$ cat config.mk
export PLATFORM = sky130hd
export DESIGN_NAME = pci_bridge_error_mode_ctrl
export DESIGN_NICKNAME = d
export VERILOG_FILES = /design/src/pci_err_mode_pkg.sv /design/src/pci_bridge_error_mode_ctrl.sv
export SDC_FILE = /design/constraint.sdc
export NUM_CORES = 1
export LEC_CHECK = 0
export BUFFER_PORTS_ARGS = -buffer_cell sky130_fd_sc_hd__buf_2
export CORE_MARGIN = 10
export CORE_UTILIZATION = 35
export CTS_CLUSTER_SIZE = 14
export DETAILED_ROUTE_END_ITERATION = 10
export MAX_ROUTING_LAYER = met4
export PLACE_DENSITY = 0.66
export SYNTH_ARGS = -nofsm -noshare
export SYNTH_HDL_FRONTEND = slang
export SYNTH_SLANG_ARGS = --single-unit
$ cat constraint.sdc
create_clock -name core_clk -period 4.2 [get_ports core_clk]
set_clock_uncertainty 0.15 [all_clocks]
set_input_delay 0.21 -clock core_clk [delete_from_list [all_inputs] [get_ports core_clk]]
set_output_delay 0.21 -clock core_clk [all_outputs]
set_load 0.05 [all_outputs]
$ cat src/pci_err_mode_pkg.sv
// Purpose: Shared constants for the bus error and mode control block
// Assumes: Core clock 100 MHz, bus clock sampled as a plain input
// Notes: Cycle counts are in bus clock edges unless named otherwise
package pci_err_mode_pkg;
    localparam int CORE_CLK_MHZ = 100;        // Core clock rate
    localparam int AD_WIDTH = 32;             // Address/data lines
    localparam int CBE_WIDTH = 4;             // Command/byte enable lines
    localparam int SERR_DELAY = 2;            // Bus edges from address to system error
    localparam int CLK_DIV_33 = 2;            // Core cycles per half period of the 25 MHz clock out
    localparam logic RST_HALTED = 1'b0;       // Not halted after reset
endpackage

$ cat src/pci_bridge_error_mode_ctrl.sv
// Purpose: Parity error, system error, mode select, clock out and wake signalling
// Assumes: Bus clock arrives as a pin and is sampled by core_clk; bus pins synchronised
// Notes: Parity is checked on the sampled bus lines at each bus rising edge in an address or check phase
`timescale 1ns/10ps
module pci_bridge_error_mode_ctrl
    import pci_err_mode_pkg::*;
(
    input wire logic core_clk,
    input wire logic rst_n,
    input wire logic bus_clk,                    // Bus clock pin, sampled
    input wire logic [AD_WIDTH-1:0] ad_in,       // Address/data lines
    input wire logic [CBE_WIDTH-1:0] cbe_in,     // Command/byte enables
    input wire logic par_in,                     // Parity line
    input wire logic addr_phase,                 // Address phase strobe
    input wire logic check_phase,                // Local check of a data phase
    input wire logic drive_par,                  // Local logic drives parity output
    input wire logic is_master,                  // Local logic is bus master
    input wire logic burst_done,                 // Current burst finished
    input wire logic perr_n_in,                  // Parity error line level
    input wire logic host_clear_serr,            // Host clears error flags, halt and wake
    input wire logic m66en_in,                   // 66 MHz enable pin
    input wire logic bridge_mode_select,         // High host, low guest
    input wire logic wake_event,                 // Wake-up event, core domain
    input wire logic mini_card_active_n_in,      // Activity line level
    input wire logic clkrun_n_in,                // Clock run request line
    output logic perr_n_out,
    output logic perr_n_oe,
    output logic serr_n_out,
    output logic serr_n_oe,
    output logic pme_n_out,
    output logic pme_n_oe,
    output logic clkrun_n_oe,
    output logic bus_clock_out_primary,
    output logic bus_clock_out_second,
    output logic bus_clock_out_third,
    output logic bus_clock_out_fourth,
    output logic arbiter_enable,
    output logic host_mode,
    output logic bus_is_66,
    output logic clock_request,
    output logic mini_card_busy,
    output logic master_err_flag,
    output logic target_err_seen,
    output logic halted
);
    // Inputs from the bus domain pass two flip-flops
    localparam int SW = AD_WIDTH + CBE_WIDTH + 10;
    logic [SW-1:0] sync1;
    logic [SW-1:0] sync2;
    wire [SW-1:0] raw_in = {bus_clk, ad_in, cbe_in, par_in, addr_phase, check_phase,
        drive_par, is_master, burst_done, perr_n_in, m66en_in, bridge_mode_select};
    logic clkrun_s1;
    logic clkrun_s2;
    logic mini_s1;
    logic mini_s2;

    // Double flop synchroniser
    always_ff @(posedge core_clk or negedge rst_n) begin
        if (!rst_n) begin
            sync1 <= '0;
            sync2 <= '0;
            clkrun_s1 <= 1'b1;
            clkrun_s2 <= 1'b1;
            mini_s1 <= 1'b1;
            mini_s2 <= 1'b1;
        end else begin
            sync1 <= raw_in;
            sync2 <= sync1;
            clkrun_s1 <= clkrun_n_in;
            clkrun_s2 <= clkrun_s1;
            mini_s1 <= mini_card_active_n_in;
            mini_s2 <= mini_s1;
        end
    end

    // Named views of synchronised bus lines
    wire s_clk = sync2[SW-1];
    wire [AD_WIDTH-1:0] s_ad = sync2[SW-2 -: AD_WIDTH];
    wire [CBE_WIDTH-1:0] s_cbe = sync2[9 +: CBE_WIDTH];
    wire s_par = sync2[8];
    wire s_addr = sync2[7];
    wire s_check = sync2[6];
    wire s_drive = sync2[5];
    wire s_master = sync2[4];
    wire s_done = sync2[3];
    wire s_perr_n = sync2[2];
    wire s_m66 = sync2[1];
    wire s_mode = sync2[0];

    logic clk_prev;                              // Last sampled bus clock
    wire bus_rise = s_clk & ~clk_prev;           // Rising edge of bus clock
    wire parity_bad = ^{s_ad, s_cbe, s_par};     // Even parity mismatch
    wire local_err = bus_rise & (s_check | s_addr) & parity_bad;
    wire remote_err = bus_rise & s_drive & ~s_perr_n;
    wire addr_err = bus_rise & s_addr & parity_bad;
    logic [SERR_DELAY-1:0] serr_pipe;            // Address error delay line
    logic burst_open;                            // Error seen, burst still running
    logic [1:0] div_cnt;                         // Clock out divider
    logic div_clk;                               // Generated bus clock

    // Edge finder
    always_ff @(posedge core_clk or negedge rst_n) begin
        if (!rst_n) clk_prev <= 1'b0;
        else clk_prev <= s_clk;
    end

    // Parity error drive, one bus clock wide
    always_ff @(posedge core_clk or negedge rst_n) begin
        if (!rst_n) begin
            perr_n_oe <= 1'b0;
        end else if (bus_rise) begin
            perr_n_oe <= local_err;
        end
    end
    assign perr_n_out = 1'b0;

    // System error two bus edges after failing address
    always_ff @(posedge core_clk or negedge rst_n) begin
        if (!rst_n) begin
            serr_pipe <= '0;
            serr_n_oe <= 1'b0;
        end else if (bus_rise) begin
            serr_pipe <= {serr_pipe[SERR_DELAY-2:0], addr_err};
            serr_n_oe <= serr_pipe[SERR_DELAY-1];
        end
    end
    assign serr_n_out = 1'b0;

    // Master error flag, halt after burst, resume on host clear
    wire master_err = (local_err | remote_err) & s_master;
    always_ff @(posedge core_clk or negedge rst_n) begin
        if (!rst_n) begin
            master_err_flag <= 1'b0;
            burst_open <= 1'b0;
            halted <= RST_HALTED;
        end else begin
            if (master_err) begin
                master_err_flag <= 1'b1;         // Set wins over clear
                burst_open <= 1'b1;
            end else if (host_clear_serr) begin
                master_err_flag <= 1'b0;
            end
            if (burst_open && bus_rise && s_done) begin
                burst_open <= master_err;
                halted <= 1'b1;
            end else if (halted && host_clear_serr && !master_err) begin
                halted <= 1'b0;
            end
        end
    end

    // Target side error reported by receiver
    always_ff @(posedge core_clk or negedge rst_n) begin
        if (!rst_n) target_err_seen <= 1'b0;
        else if (remote_err) target_err_seen <= 1'b1;
        else if (host_clear_serr) target_err_seen <= 1'b0;
    end

    // Clock out divider, core rate over 2*CLK_DIV_33 gives 25 MHz
    always_ff @(posedge core_clk or negedge rst_n) begin
        if (!rst_n) begin
            div_cnt <= '0;
            div_clk <= 1'b0;
        end else if (div_cnt == 2'(CLK_DIV_33 - 1)) begin
            div_cnt <= '0;
            div_clk <= ~div_clk;
        end else begin
            div_cnt <= div_cnt + 2'd1;
        end
    end

    // Mode, clock outputs and status levels
    always_ff @(posedge core_clk or negedge rst_n) begin
        if (!rst_n) begin
            host_mode <= 1'b0;
            arbiter_enable <= 1'b0;
            bus_clock_out_primary <= 1'b0;
            bus_clock_out_second <= 1'b0;
            bus_clock_out_third <= 1'b0;
            bus_clock_out_fourth <= 1'b0;
            bus_is_66 <= 1'b0;
        end else begin
            host_mode <= s_mode;
            arbiter_enable <= s_mode;
            bus_clock_out_primary <= s_mode & div_clk;
            bus_clock_out_second <= s_mode & div_clk;
            bus_clock_out_third <= s_mode & div_clk;
            bus_clock_out_fourth <= s_mode & div_clk;
            bus_is_66 <= s_m66;
        end
    end

    // Side lines: clock run is input only, wake pulls power line
    always_ff @(posedge core_clk or negedge rst_n) begin
        if (!rst_n) begin
            clock_request <= 1'b0;
            mini_card_busy <= 1'b0;
            pme_n_oe <= 1'b0;
            clkrun_n_oe <= 1'b0;
        end else begin
            clock_request <= ~clkrun_s2;
            mini_card_busy <= ~mini_s2;
            clkrun_n_oe <= 1'b0;
            if (wake_event) pme_n_oe <= 1'b1;
            else if (host_clear_serr) pme_n_oe <= 1'b0;
        end
    end
    assign pme_n_out = 1'b0;

    // Checks
    serr_timing_a: assert property (@(posedge core_clk) disable iff (!rst_n)
        bus_rise && s_addr && parity_bad |-> ##[1:100] serr_n_oe)
        else $error("system error not raised");
    perr_drive_a: assert property (@(posedge core_clk) disable iff (!rst_n)
        local_err |=> perr_n_oe)
        else $error("parity error not driven");
    halt_resume_a: assert property (@(posedge core_clk) disable iff (!rst_n)
        halted && !host_clear_serr |=> halted)
        else $error("left halt without clear");
    master_flag_a: assert property (@(posedge core_clk) disable iff (!rst_n)
        master_err |=> master_err_flag)
        else $error("master error flag missing");
    remote_seen_a: assert property (@(posedge core_clk) disable iff (!rst_n)
        remote_err |=> target_err_seen)
        else $error("remote parity error missed");
    clkrun_never_a: assert property (@(posedge core_clk) disable iff (!rst_n)
        !clkrun_n_oe)
        else $error("clock run driven");
    guest_clock_a: assert property (@(posedge core_clk) disable iff (!rst_n)
        !host_mode ##1 !host_mode |-> !bus_clock_out_primary && !arbiter_enable)
        else $error("guest mode clock or arbiter active");
    wake_pull_a: assert property (@(posedge core_clk) disable iff (!rst_n)
        wake_event |=> pme_n_oe)
        else $error("wake not signalled");
    cov_addr_err: cover property (@(posedge core_clk) disable iff (!rst_n) serr_n_oe);
    cov_halt: cover property (@(posedge core_clk) disable iff (!rst_n) $fell(halted));
    cov_host: cover property (@(posedge core_clk) disable iff (!rst_n) host_mode);
endmodule

# Word level (Yosys, flattened, before mapping)
# Index checks and enable logic that the tools add are counted.
[classes] add_sub_neg=1 mul=0 n_div=0 n_lt_le_gt_ge=0 eq_ne=1 shifts=0 n_mux=9 n_bitwise=16 n_reduce_logical=11
[ops] operator="XOR reduction 37 bit" n=1
[ops] operator="nonzero test 2 bit" n=5
[ops] operator="AND 1 bit" n=9
[ops] operator="2-to-1 mux 1 bit" n=8
[ops] operator="NOT 1 bit" n=5
[ops] operator="logical AND 1 bit" n=4
[ops] operator="adder 2 x 1 -> 2 bit, second input constant" n=1
[ops] operator="equality test 2 x 1 -> 1 bit, second input constant" n=1
[ops] operator="2-to-1 mux 2 bit" n=1
[ops] operator="bitwise OR 1 bit" n=2
[ops] operator="zero test 1 bit" n=1
[totals] register_bits=114 latch_bits=0 ram_bits=0 mem_bits_ro=0 inputBits=52 output_inout_bits=19 word_cells=60 n_memories=0

# Depth between registers and ports, before layout
[logic_depth] word_depth=10 depth_mapped=6 ltp_nobuf=6

# Worst setup path after synthesis
# No wires, ideal clock.
[synth_timing] kind="register to register" start="register sync2[22]" end="register serr_pipe[0]" setup_time_ns=0.120 t_arrival_ns=1.655 required_ns=3.930 setup_slack_ns=2.276 path_stages_with_launch=7 n_path_buf=0 period_less_slack_ns=1.924 cell_sequence="dfrtp_1 xor2_1 xnor2_1 xnor2_1 xnor3_2 xnor2_2 a31o_1"
[synth_via] elab_chain_len=2
[synth_rtl] element="start: declaration" line="pci_bridge_error_mode_ctrl.sv:49" rtl="logic [SW-1:0] sync2;"
[synth_rtl] element="start signal: assignment" line="pci_bridge_error_mode_ctrl.sv:68" rtl="sync2 <= sync1;"
[synth_rtl] element="XOR reduction 37 bit" line="pci_bridge_error_mode_ctrl.sv:92" rtl="wire parity_bad = ^{s_ad, s_cbe, s_par};"
[synth_rtl] element="AND 1 bit" line="pci_bridge_error_mode_ctrl.sv:95" rtl="wire addr_err = bus_rise & s_addr & parity_bad;"
[synth_rtl] element="end signal: assignment" line="pci_bridge_error_mode_ctrl.sv:123" rtl="serr_pipe <= {serr_pipe[SERR_DELAY-2:0], addr_err};"
[synth_rtl] element="end: declaration" line="pci_bridge_error_mode_ctrl.sv:96" rtl="logic [SERR_DELAY-1:0] serr_pipe;"
# Every way passes these cells.
# A chain may end at the register's enable or synchronous reset.

# Final worst setup path
# Ends and elaborated chain as after synthesis.

==> insert_results.sql <==
INSERT INTO impl_metrics (metric_group, metric, value, unit) VALUES
('placed_design', 'portBuffers', '66', ''),
('power_and_ir_drop', 'power_switching', '709.5', 'µW'),
('logic_synthesis', 'synth_compound_area_share', '1.836', '%'),
('cts', 'path_clk_slew', '0.06', 'ns'),
('final_layout', 'areaGrowthSynthToFinish', '45.53', '%'),
('global_route', 'grt_max_degree', '71', ''),
('logic_synthesis', 'synth_top_area_cells', 'sky130_fd_sc_hd__dfrtp_1 78%, sky130_fd_sc_hd__xnor2_1 5.7%, sky130_fd_sc_hd__dfstp_2 3.0%', ''),
('power_and_ir_drop', 'pwr-share-seq', '38.8', '%'),
('route', 'vias_per_cell', '3.860', ''),
('cts', 'worstSkewPairLatency', '0.50', 'ns'),
('sta', 'finalHoldViolCount', '0', ''),
('floorplanning', 'ioPinCount', '71', ''),
('global_route', 'global_route.usage.total', '9.498', '%'),
('route', 'ant_nets', '0', ''),
('global_route', 'wire_length_of_the_first_global_routing_pass', '10340', 'µm'),
('cts', 'tritoncts_num_sinks', '114', ''),
('route', 'detailedRoute.firstPassIterationCount', '4', ''),
('placed_design', 'place_hpwl', '3823', 'µm'),
('cts', 'clockBufferDepth', '2', ''),
('cts', 'cts.htree.levels', '4', ''),
('worst_setup_path', 'timing.critical_path.mode_cell', 'sky130_fd_sc_hd__xnor2_1', ''),
('sta', 'slew_headroom', '43.75', '%'),
('placed_design', 'dpl-instance-area', '3999', 'µm²'),
('route', 'routed_wirelength', '6036', 'µm'),
('route', 'drt-wirelength-per-cell', '12.60', 'µm'),
('power_and_ir_drop', 'ir_worst_vdd', '0.0003233', 'V'),
('logic_synthesis', 'synth_top_family_by_area', 'XOR/XNOR gates', ''),
('logic_synthesis', 'yosysWarnings', '0', ''),
('power_and_ir_drop', 'internal_power', '2402', 'µW'),
('worst_setup_path', 'critical_path.endpoint_type', 'flop', ''),
('worst_setup_path', 'timing.critical_path.cells', 'xor2_1 -> xnor2_1 -> xnor2_1 -> xnor3_2 -> xnor2_2 -> a31o_1', ''),
('power_and_ir_drop', 'p_leak', '0.002439', 'µW'),
('logic_synthesis', 'synth_largest_type_area_fraction', '77.66', '%'),
('floorplanning', 'core-area', '9819', 'µm²'),
('global_route', 'first_global_vias', '2201', ''),
('worst_setup_path', 'crit_family', 'XOR/XNOR gates', ''),
('status', 'status', 'finished clean', ''),
('final_layout', 'drive_above_1_share', '30.92', '%'),
('cts', 'postCtsResizedCells', '0', ''),
('route', 'first_iter_violations', '62', ''),
('cts', 'clockRootBuffer', 'sky130_fd_sc_hd__clkbuf_8', ''),
('logic_synthesis', 'post_synth_xor_area_fraction', '10.87', '%'),
('final_layout', 'layout_commonest_cell', 'sky130_fd_sc_hd__dfrtp_1', ''),
('route', 'vias_after_detailed_routing', '1849', ''),
('route', 'detail_route.drc_violations', '0', ''),
('global_route', 'grt_remaining_overflow', '0', ''),
('min_path', 'hp-class', 'flop to flop', ''),
('logic_synthesis', 'post-synth-top-area-cell', 'sky130_fd_sc_hd__dfrtp_1', ''),
('logic_synthesis', 'post_synthesis_simple_gate_area_fraction', '4.059', '%'),
('sta', 'final-max-slew-violation-count', '0', ''),
('final_layout', 'antenna_cell_count', '0', ''),
('worst_setup_path', 'timing.critical_path.required', '4.43', 'ns'),
('floorplanning', 'floorplan.die_area', '14550', 'µm²'),
('sta', 'min_period', '2.023', 'ns'),
('sta', 'worst_pin_slew', '0.8437', 'ns'),
('worst_setup_path', 'setup_crit_start_kind', 'flop', ''),
('power_and_ir_drop', 'power.density_cell_area', '603.2', 'nW/µm²'),
('final_layout', 'layout.filler_cells', '826', ''),
('sta', 'finalSetupTns', '0', 'ns'),
('logic_synthesis', 'synth.area.mux_share', '0.2824', '%'),
('final_layout', 'most-common-layout-cells', '110 x sky130_fd_sc_hd__dfrtp_1, 65 x sky130_fd_sc_hd__buf_2, 52 x sky130_fd_sc_hd__dlygate4sd3_1, 23 x sky130_fd_sc_hd__xnor2_1, 16 x sky130_fd_sc_hd__clkbuf_16', ''),
('logic_synthesis', 'synth.cell_area', '3545', 'µm²'),
('floorplanning', 'cell_row_count', '36', ''),
('cts', 'tritoncts', 'yes', ''),
('sta', 'rsz0062_at_grt', 'false', ''),
('sta', 'setup_viol_count_final', '0', ''),
('worst_setup_path', 'cp_max_fo', '4', ''),
('logic_synthesis', 'yosys.area_share.adder', '0', '%'),
('final_layout', 'finalNetCount', '385', ''),
('power_and_ir_drop', 'clock_power_share', '48.8', '%'),
('worst_setup_path', 'timing_worst_setup_path_type', 'flop to flop', '');
[area by class of cell]
cell class	instances	area, µm²	area share [%]
multi-input cells	77	619.3	12.01
clock buffers	19	431.7	8.368
inverters	4	15.01	0.2911
well taps	133	166.4	3.226
flip-flops and latches	114	2858	55.40
clock inverters	13	207.7	4.026
repair buffers	119	860.8	16.69
[repair_timing]
| item | in CTS | in global routing |
|---|---|---|
| endpoints found under the hold margin | 117 | 0 |
| hold buffers | 52 | 0 |
| setup buffers | 0 | 0 |
[per-layer routing]
metal	track usage [%]	routed length, µm	up-vias
met5	-	0	-
met4	5.204	116	0
met3	3.676	238	12
met2	15.60	3262	45
met1	9.607	2419	900
li1	-	-	892
[worst reg2reg max path, stage by stage, from the launching register on]
cell and delay [ns]:
sky130_fd_sc_hd__dfrtp_1 0.36, sky130_fd_sc_hd__xor2_1 0.17, sky130_fd_sc_hd__xnor2_1 0.19, sky130_fd_sc_hd__xnor2_1 0.14
sky130_fd_sc_hd__xnor3_2 0.51, sky130_fd_sc_hd__xnor2_2 0.17, sky130_fd_sc_hd__a31o_1 0.22
[registers in the layout, indices dropped and copies added (netlist names), 2 cells and up]
name / flops
sync1: 46
div_cnt: 2
sync2: 46
serr_pipe: 2
[kinds of logic after synthesis]
group,count (synthesis)
XOR/XNOR,34
AND/OR/NAND/NOR,30
flip-flops,114
other,1
AO/OA/AOI/OAI,8
multiplexers,1
buffers and inverters,13
[metrics by stage]
step / utilization (%) / worst slack, ns / hold WS, ns / total power [µW] / instances
finish: 52.54 / 2.177 / 0.1944 / 3111 / 479
global route: 52.54 / 2.070 / 0.1818 / 3252 / 479
CTS: 52.54 / 2.155 / 0.1721 / 3160 / 479
detailed placement: 40.72 / 2.197 / 0.1666 / 1579 / 395
global placement: 40.72 / 2.215 / 0.1658 / 1568 / 395
floorplan: - / 2.276 / -0.2356 / 1482 / 204
[power by group through the flow]
| stage | Clock (µW) | Sequential (µW) | Combinational (µW) |
|---|---|---|---|
| 6_report | 1520 | 1210 | 386 |
| 5_1_grt | 1620 | 1220 | 417 |
| 3_3_place_gp | 0 | 1220 | 345 |
| 4_1_cts | 1560 | 1210 | 393 |
| 3_5_place_dp | 0 | 1230 | 352 |
| 2_1_floorplan | 0 | 1280 | 207 |
[cells in the mapped netlist]
cell type,count
sky130_fd_sc_hd__dfrtp_1,110
sky130_fd_sc_hd__a41o_1,1
sky130_fd_sc_hd__buf_4,8
sky130_fd_sc_hd__xnor2_1,23
sky130_fd_sc_hd__a21oi_1,1
sky130_fd_sc_hd__xor3_1,1
sky130_fd_sc_hd__and2_1,2
sky130_fd_sc_hd__nor2b_1,3
sky130_fd_sc_hd__a22oi_1,1
sky130_fd_sc_hd__clkbuf_1,1
sky130_fd_sc_hd__a22o_1,1
sky130_fd_sc_hd__a22o_2,1
sky130_fd_sc_hd__nor2_1,6
sky130_fd_sc_hd__xnor2_2,2
sky130_fd_sc_hd__a21o_1,1
sky130_fd_sc_hd__nand2_1,9
sky130_fd_sc_hd__xnor3_1,2
sky130_fd_sc_hd__xnor3_2,2
sky130_fd_sc_hd__a211oi_1,1
sky130_fd_sc_hd__inv_1,4
sky130_fd_sc_hd__a31o_1,1
sky130_fd_sc_hd__mux2i_1,1
sky130_fd_sc_hd__nand3b_1,1
sky130_fd_sc_hd__nor3_1,1
sky130_fd_sc_hd__nand3_1,5
sky130_fd_sc_hd__xor2_1,4
sky130_fd_sc_hd__dfstp_2,4
sky130_fd_sc_hd__nand2b_1,3
sky130_fd_sc_hd__conb_1,1
[final timing paths]
kind | start | to | slack, ns | depth (start not counted)
max in group asynchronous | rst_n | sync2[22] | 2.63 | 3
hold / removal | sync1[35] | sync2[35] | 0.19 | 0
hold reg to reg | sync1[35] | sync2[35] | 0.19 | 0
setup reg to reg | sync2[22] | serr_pipe[0] | 2.18 | 6
setup / recovery | sync2[22] | serr_pipe[0] | 2.18 | 6
min in group asynchronous | rst_n | sync2[29] | 0.22 | 2
Power figures use the tool's default switching activity.
